File: src/include/chain_shifter_consts.vh
// Constants for the daisy-chain command shifter
`ifndef CHAIN_SHIFTER_CONSTS_VH
`define CHAIN_SHIFTER_CONSTS_VH
`define WORD_BITS 16
`define INSTR_CMD_HI 15
`define INSTR_CMD_LO 13
`define INSTR_TARGET_BIT 8
`define DATA_HI 7
`define DATA_LO 0
`define CMD_NOP 3'h0
`define CMD_SHUTDOWN 3'h1
`define CMD_WRITE 3'h2
`define GAIN_RESET 8'h00
`define CHAN_RESET 8'h00
`endif

File: src/rtl/edge_sync.v
// Two-flop synchroniser with edge detection for one pin
`timescale 1ns/1ns
`default_nettype none
module edge_sync (
  input wire clk_i,   // System clock
  input wire rst_i,   // Async reset, high
  input wire pin_i,   // Asynchronous pin
  input wire init_i,  // Reset level of the pin
  output wire level_o, // Synchronised level
  output wire rise_o, // One-cycle rising edge
  output wire fall_o  // One-cycle falling edge
);
  reg meta_reg;
  reg sync_reg;
  reg last_reg;
  always @(posedge clk_i or posedge rst_i)
  begin
    if (rst_i)
    begin
      meta_reg <= 1'b0;
      sync_reg <= 1'b0;
      last_reg <= 1'b0;
    end
    else
    begin
      meta_reg <= pin_i ^ init_i;
      sync_reg <= meta_reg;
      last_reg <= sync_reg;
    end
  end
  assign level_o = sync_reg ^ init_i;
  assign rise_o = level_o & ~(last_reg ^ init_i);
  assign fall_o = ~level_o & (last_reg ^ init_i);
endmodule // edge_sync
`default_nettype wire

File: src/rtl/spi_chain_shifter.v
// SPI daisy-chain command shift path of the gain amplifier
`timescale 1ns/1ns
`default_nettype none
`include "chain_shifter_consts.vh"
module spi_chain_shifter #(
  parameter WORD_BITS = `WORD_BITS
) (
  input wire CLK_SYS_I,      // System clock, 10 MHz
  input wire RST_I,          // Async reset, high
  input wire SCK_I,          // Serial clock pin
  input wire CS_N_I,         // Chip select pin, low active
  input wire SI_I,           // Serial data in
  output wire SO_O,          // Serial data out
  output wire SO_OE_O,       // Serial out drive enable
  output wire [7:0] GAIN_O,  // Gain register
  output wire [7:0] CHAN_O,  // Channel register
  output wire SHUTDOWN_O     // Shutdown state
);
  wire sck_lvl;
  wire sck_rise;
  wire sck_fall;
  wire cs_lvl;
  wire cs_rise;
  wire cs_fall;
  reg si_meta_reg;
  reg si_sync_reg;
  reg [WORD_BITS-1:0] shift_reg;
  // Counter wraps once per word, so word widths up to 256 bits keep the check exact
  localparam CNT_BITS = 8;
  localparam integer LAST_INT = WORD_BITS - 1;
  localparam [CNT_BITS-1:0] LAST_BIT = LAST_INT[CNT_BITS-1:0];
  reg [CNT_BITS-1:0] bit_cnt_reg;
  reg idle_hi_reg;
  reg so_reg;
  reg active_reg;
  reg [7:0] gain_reg;
  reg [7:0] chan_reg;
  reg shdn_reg;
  wire [2:0] cmd;
  wire target_sel;
  wire [7:0] data_byte;
  wire shift_now;
  wire out_now;
  wire exec_now;

  function is_write;
    input [2:0] code;
    begin
      is_write = (code == `CMD_WRITE);
    end
  endfunction

  edge_sync u_sck (
    .clk_i(CLK_SYS_I),
    .rst_i(RST_I),
    .pin_i(SCK_I),
    .init_i(1'b0),
    .level_o(sck_lvl),
    .rise_o(sck_rise),
    .fall_o(sck_fall)
  );

  edge_sync u_cs (
    .clk_i(CLK_SYS_I),
    .rst_i(RST_I),
    .pin_i(CS_N_I),
    .init_i(1'b1),
    .level_o(cs_lvl),
    .rise_o(cs_rise),
    .fall_o(cs_fall)
  );

  always @(posedge CLK_SYS_I or posedge RST_I)
  begin
    if (RST_I)
    begin
      si_meta_reg <= 1'b0;
      si_sync_reg <= 1'b0;
    end
    else
    begin
      si_meta_reg <= SI_I;
      si_sync_reg <= si_meta_reg;
    end
  end

  // Mode 1,1 idles clock high: first falling edge does not update SO
  assign shift_now = active_reg & sck_rise;
  assign out_now = active_reg & sck_fall & ~idle_hi_reg;
  // Execute only whole words, all devices together
  assign exec_now = cs_rise & active_reg & (bit_cnt_reg == {CNT_BITS{1'b0}});

  assign cmd = shift_reg[`INSTR_CMD_HI:`INSTR_CMD_LO];
  assign target_sel = shift_reg[`INSTR_TARGET_BIT];
  assign data_byte = shift_reg[`DATA_HI:`DATA_LO];

  // Frame control: select state, bit count, idle clock level
  always @(posedge CLK_SYS_I or posedge RST_I)
  begin
    if (RST_I)
    begin
      active_reg <= 1'b0;
      idle_hi_reg <= 1'b0;
      bit_cnt_reg <= {CNT_BITS{1'b0}};
    end
    else if (cs_fall)
    begin
      active_reg <= 1'b1;
      idle_hi_reg <= sck_lvl;
      bit_cnt_reg <= {CNT_BITS{1'b0}};
    end
    else if (cs_rise)
    begin
      active_reg <= 1'b0;
    end
    else
    begin
      if (shift_now)
      begin
        if (bit_cnt_reg == LAST_BIT)
          bit_cnt_reg <= {CNT_BITS{1'b0}};
        else
          bit_cnt_reg <= bit_cnt_reg + 1'b1;
      end
      if (sck_fall)
        idle_hi_reg <= 1'b0;
    end
  end

  // Shifter: MSB first; cleared shifter yields sixteen zeros out
  always @(posedge CLK_SYS_I or posedge RST_I)
  begin
    if (RST_I)
      shift_reg <= {WORD_BITS{1'b0}};
    else if (cs_rise)
      shift_reg <= {WORD_BITS{1'b0}};
    else if (shift_now && !cs_fall)
      shift_reg <= {shift_reg[WORD_BITS-2:0], si_sync_reg};
  end

  // Serial output stage
  always @(posedge CLK_SYS_I or posedge RST_I)
  begin
    if (RST_I)
      so_reg <= 1'b0;
    else if (cs_fall || cs_rise)
      so_reg <= 1'b0;
    else if (out_now)
      so_reg <= shift_reg[WORD_BITS-1];
  end

  always @(posedge CLK_SYS_I or posedge RST_I)
  begin
    if (RST_I)
      gain_reg <= `GAIN_RESET;
    else if (exec_now && is_write(cmd) && !target_sel)
      gain_reg <= data_byte;
  end

  always @(posedge CLK_SYS_I or posedge RST_I)
  begin
    if (RST_I)
      chan_reg <= `CHAN_RESET;
    else if (exec_now && is_write(cmd) && target_sel)
      chan_reg <= data_byte;
  end

  // Shutdown: set by its command, left by any write
  always @(posedge CLK_SYS_I or posedge RST_I)
  begin
    if (RST_I)
      shdn_reg <= 1'b0;
    else if (exec_now)
    begin
      case (cmd)
        `CMD_NOP:
          shdn_reg <= shdn_reg;
        `CMD_SHUTDOWN:
          shdn_reg <= 1'b1;
        `CMD_WRITE:
          shdn_reg <= 1'b0;
        default:
          shdn_reg <= shdn_reg;
      endcase
    end
  end


  assign SO_O = so_reg;
  assign SO_OE_O = active_reg;
  assign GAIN_O = gain_reg;
  assign CHAN_O = chan_reg;
  assign SHUTDOWN_O = shdn_reg;
endmodule // spi_chain_shifter
`default_nettype wire

File: config.mk
export PLATFORM = sky130hd
export DESIGN_NAME = spi_chain_shifter
export DESIGN_NICKNAME = d
export VERILOG_FILES = /design/src/rtl/edge_sync.v /design/src/rtl/spi_chain_shifter.v
export VERILOG_INCLUDE_DIRS = /design/src /design/src/include
export SDC_FILE = /design/constraint.sdc
export NUM_CORES = 1
export LEC_CHECK = 0
export BUFFER_PORTS_ARGS = -buffer_cell sky130_fd_sc_hd__buf_2
export CAP_MARGIN = 40
export CORE_MARGIN = 1
export CORE_UTILIZATION = 30
export CTS_CLUSTER_SIZE = 28
export DETAILED_ROUTE_END_ITERATION = 10
export PLACE_DENSITY = 0.43
export SYNTH_ARGS = -nofsm -noshare
export SYNTH_HDL_FRONTEND = slang
export SYNTH_HIERARCHICAL = 1
export SYNTH_SLANG_ARGS = --single-unit
File: constraint.sdc
create_clock -name CLK_SYS_I -period 3.2 [get_ports CLK_SYS_I]
set_clock_uncertainty 0.1 [all_clocks]
set_input_delay 0 -clock CLK_SYS_I [delete_from_list [all_inputs] [get_ports CLK_SYS_I]]
set_output_delay 0 -clock CLK_SYS_I [all_outputs]
set_load 0.02 [all_outputs]
Yosys cells after proc, flatten, opt, wreduce, memory -nomap -nowiden:

Cells that the tools add are included.

* $add $sub $neg: 1
* multiply operators: 0
* div/mod/pow operators: 0
* magnitude comparators: 0
* eq/ne operators: 4
* shifts and indexed selects: 0
* mux-type cells: 14
* bitwise logic cells: 15
* reduce and logical (&&, ||, !) cells: 17

Operators by type and width (count)
* two-way mux 16 bit: 2
* two-way mux 8 bit: 4
* nonzero test 2 bit: 6
* AND 1 bit: 9
* adder 8 x 1 -> 8 bit (second input constant): 1
* == test 8 x 4 -> 1 bit (second input constant): 1
* zero test 8 bit: 1
* two-way mux 1 bit: 7
* inverter 1 bit: 6
* AND reduction 2 bit: 3
* logical AND 1 bit: 4
* == test 3 x 1 -> 1 bit (second input constant): 1
* == test 3 x 2 -> 1 bit (second input constant): 1
* zero test 1 bit: 2
* != test 2 x 1 -> 1 bit (second input constant): 1
* case mux 1 bit (2 select lines): 1
* logical OR 1 bit: 1

* flip-flop bits (word level): 52
* latch bits: 0
* memory bits (writable): 0
* ROM bits: 0
* output and inout bits: 19
* logic and storage cells: 67
* memories kept: 0

Longest topological paths before layout:

* depth after elaboration: 6
* mapped depth: 7

Modules after synthesis:

Netlist, hierarchy kept.

By module, submodules not included
* spi_chain_shifter: times used 1, cells each 180, area an instance 1998.2 um^2, sequential area each 1151.1 um^2
* edge_sync: times used 2, cells each 11, area an instance 135.1 um^2, sequential area each 75.1 um^2

Worst setup path before layout:

OpenSTA, ideal clock, no wires.

* path type: register to register
* from: register u_cs.sync_reg
* to: register chan_reg[0] (netlist: CHAN_O[0])
* arrival: 1969 ps
* required time: 2975 ps
* slack: 1006 ps
* cell stages (with the launch flop): 7
* period minus slack after synthesis: 2194 ps
* cells stage by stage: dfrtp_1 -> nand2b_1 -> mux2i_1 -> and4bb_2 -> nand4b_4 -> nor4b_4 -> mux2_2

* cells in the longest elaborated chain, start to end: 6

Ends and longest elaborated chain
* start: declaration: RTL line edge_sync.v:14 `reg sync_reg;`
* start signal: assignment: RTL line edge_sync.v:27 `sync_reg <= meta_reg;`
* inverter 1 bit (no line)
* AND 1 bit: RTL line edge_sync.v:32 `assign rise_o = level_o & ~(last_reg ^ init_i);`
* via cs_rise: RTL line spi_chain_shifter.v:23 `wire cs_rise;`
* AND 1 bit (2 in series): RTL line spi_chain_shifter.v:91 `assign exec_now = cs_rise & active_reg & (bit_cnt_reg == {CNT_BITS{1'b0}});`
* logical AND 1 bit (2 in series): RTL line spi_chain_shifter.v:164 `else if (exec_now && is_write(cmd) && target_sel)`
* end signal: assignment: RTL line spi_chain_shifter.v:163 `` chan_reg <= `CHAN_RESET; ``
* end signal: assignment: RTL line spi_chain_shifter.v:165 `chan_reg <= data_byte;`
* end: declaration: RTL line spi_chain_shifter.v:37 `reg [7:0] chan_reg;`

The timed path passes the listed nets, and every way through them passes these cells.
A chain may end at the register's enable or synchronous reset.

Final worst setup path:

* from: register u_cs.sync_reg
* to: register chan_reg[2] (netlist: CHAN_O[2])

Same word-level chain as after synthesis.

==> metrics.cfg <==
[sta]
max_slew_margin = 0.5757
fin_crit_ns = 2.342
timing.final.hold_violations = 0
fmax_mhz = 426.9
finalSetupViolCount = 0
rsz0062_at_grt = false
tightest_slew_ns = 0.6318
finalCritPeriodShare = 0.7319
tns_ns = 0
slew_violations = 0

[setup_path]
cpPeakStageDelay_ns = 0.57
cpMaxStageDelayCell = nor4b_4
reg2reg_depth = 6
r2r_start = u_cs/sync_reg$_DFF_PP0_
cp.buffers_inverters = 0
path_class = reg -> reg
cpLargestDelayFamily = simple AND/OR/NAND/NOR gates
r2r-end = CHAN_O[2]$_DFFE_PP0P_
arrival_ns = 2.44
crit_chain = nand2b_1, mux2i_1, and4bb_2, nand4b_4, nor4b_4, mux2_2
end_kind = flop
worstPathRequired_ns = 3.29
reg2reg_slack_ns = 0.86
cp_max_fo = 8
cp-start-kind = flop

[final_layout]
antenna_cells = 0
largest_register_ffs = 16
finalNetCount = 238
area_growth_syn_to_layout_pct = 18.16
drive_gt1_frac = 0.2500

[logic_synthesis]
syn_avg_cell_area_sq_um = 11.24
synth_area_sq_mm = 0.002260
synthCells = 201
synthesis.nets = 208
synth-warning-count = 6

[clocking]
cts_tree = built
cts_resized = 0
htree_levels = 2
clkTransAtPathRegs_ns = 0.10
clk_latency_ns = 0.30
cts_max_path_buffers = 2
clock-sinks = 52
numCtsBuffers = 5
root_buffer = clkbuf_8

[placed_design]
hpwl_um = 2811
portBuffers = 23
gp_congestion = 0.6842

[floorplanning]
io_pins = 24
fp.coreArea_sq_mm = 0.007253
fp-row-count = 31
die_area_sq_mm = 0.007884
die_w_um = 88.79
initial_utilization = 0.3115
die_y_um = 88.79

[power]
p_int_mw = 1.005
switching_share = 0.2568
switchingPower_mw = 0.3474
power_density_mw_per_mm2 = 506.7
combPwrFrac = 0.122
pwr-share-clk = 0.352
ir_drop_mv = 0.1820
power.total_mw = 1.353
p_seq_frac = 0.526
p_leak_nw = 1.261

[drt]
routed-via-count = 1472
wire_per_inst_um = 12.86
via_per_inst = 4.447
drtAntennaViolNets = 0
post-route-drc-count = 0
drt-initial-drc-count = 84
routed_wl_um = 4257
drt-pass1-iter-count = 4

[global_routing]
globalRouteOverflowTotal = 0
grt_pass1_vias = 1416
grt_max_degree = 34
antenna_found_initial = 0
grt_usage = 0.1224
grt_first_pass_wirelength_um = 7245

[run_status]
status = completed

[flow_run]
cap_violations = 0

[hold_path]
hold_path.class = in -> async

[cell usage in the layout (no fill, tap or decap), drive strengths merged, types with 2 or more instances in the layout]
cell	count
nand3	3
a31oi	2
or2b	2
nand3b	4
clkbuf	6
xnor2	2
dfrtp	52
a21oi	20
mux2	16
buf	27
nand2	37
inv	11
nand2b	3
xor2	3
conb	2
and3	3
o21ai	7
mux2i	6
ha	2
dlygate4sd3	4
nor2	5
nor4	2
[per-layer routing]
layer,vias up,share of wire,global-route usage
li1,737,-,-
met1,719,0.52,0.1758
met2,14,0.44,0.1811
met3,2,0.023,0.02985
met4,0,0.0087,0.03959
met5,-,0,0
[timing repair]
item / CTS / global route
endpoints found under the hold margin: 55 / 0
hold buffers: 4 / 0
setup buffers: 0 / 0
[worst max path at each step]
stage	startpoint	to	slack, ns	cells after the start
2_1_floorplan	u_cs/sync_reg$_DFF_PP0_	CHAN_O[0]$_DFFE_PP0P_	1.04	6
3_3_place_gp	u_cs/sync_reg$_DFF_PP0_	CHAN_O[1]$_DFFE_PP0P_	0.82	6
3_5_place_dp	u_cs/sync_reg$_DFF_PP0_	CHAN_O[2]$_DFFE_PP0P_	0.80	6
4_1_cts	u_cs/sync_reg$_DFF_PP0_	CHAN_O[2]$_DFFE_PP0P_	0.78	6
5_1_grt	u_cs/sync_reg$_DFF_PP0_	CHAN_O[2]$_DFFE_PP0P_	0.65	6
6_report	u_cs/sync_reg$_DFF_PP0_	CHAN_O[2]$_DFFE_PP0P_	0.86	6
[per-stage QoR]
step | cell area [sq um] | setup slack, ns | std cells | hold WS, ns | util
4_1_cts | 2670 | 0.7848 | 331 | 0.02096 | 0.3681
6_report | 2670 | 0.8578 | 331 | 0.02367 | 0.3681
3_5_place_dp | 2509 | 0.8020 | 319 | -0.1966 | 0.3459
2_1_floorplan | 2260 | 1.037 | 201 | -0.3464 | -
5_1_grt | 2670 | 0.6452 | 331 | 0.04124 | 0.3681
3_3_place_gp | 2489 | 0.8167 | 318 | -0.2017 | 0.3431
[final cells by class]
class / instances / area, sq um
fill: 750 / 4583
sequential: 52 / 1301
multi-input combinational: 130 / 884.6
timing repair buffer: 31 / 197.7
tap: 99 / 123.9
clock buffer: 6 / 82.58
inverter: 11 / 41.29
clock inverter: 2 / 38.79
[power by group through the flow]
| stage | registers [mW] | clock network, mW | logic [mW] |
|---|---|---|---|
| after global placement | 0.726 | 0 | 0.164 |
| final | 0.712 | 0.476 | 0.165 |
| after detailed placement | 0.726 | 0 | 0.165 |
| after CTS | 0.713 | 0.498 | 0.170 |
| after global routing | 0.718 | 0.525 | 0.190 |
| after floorplan | 0.722 | 0 | 0.121 |
[worst register-to-register path, delay by kind of cell, from the launching register on]
kind	cells	cell delay, ns
DFF	1	0.39
muxes	2	0.58
and+or+nand+nor	4	1.16
Power figures use the tool's default switching activity.
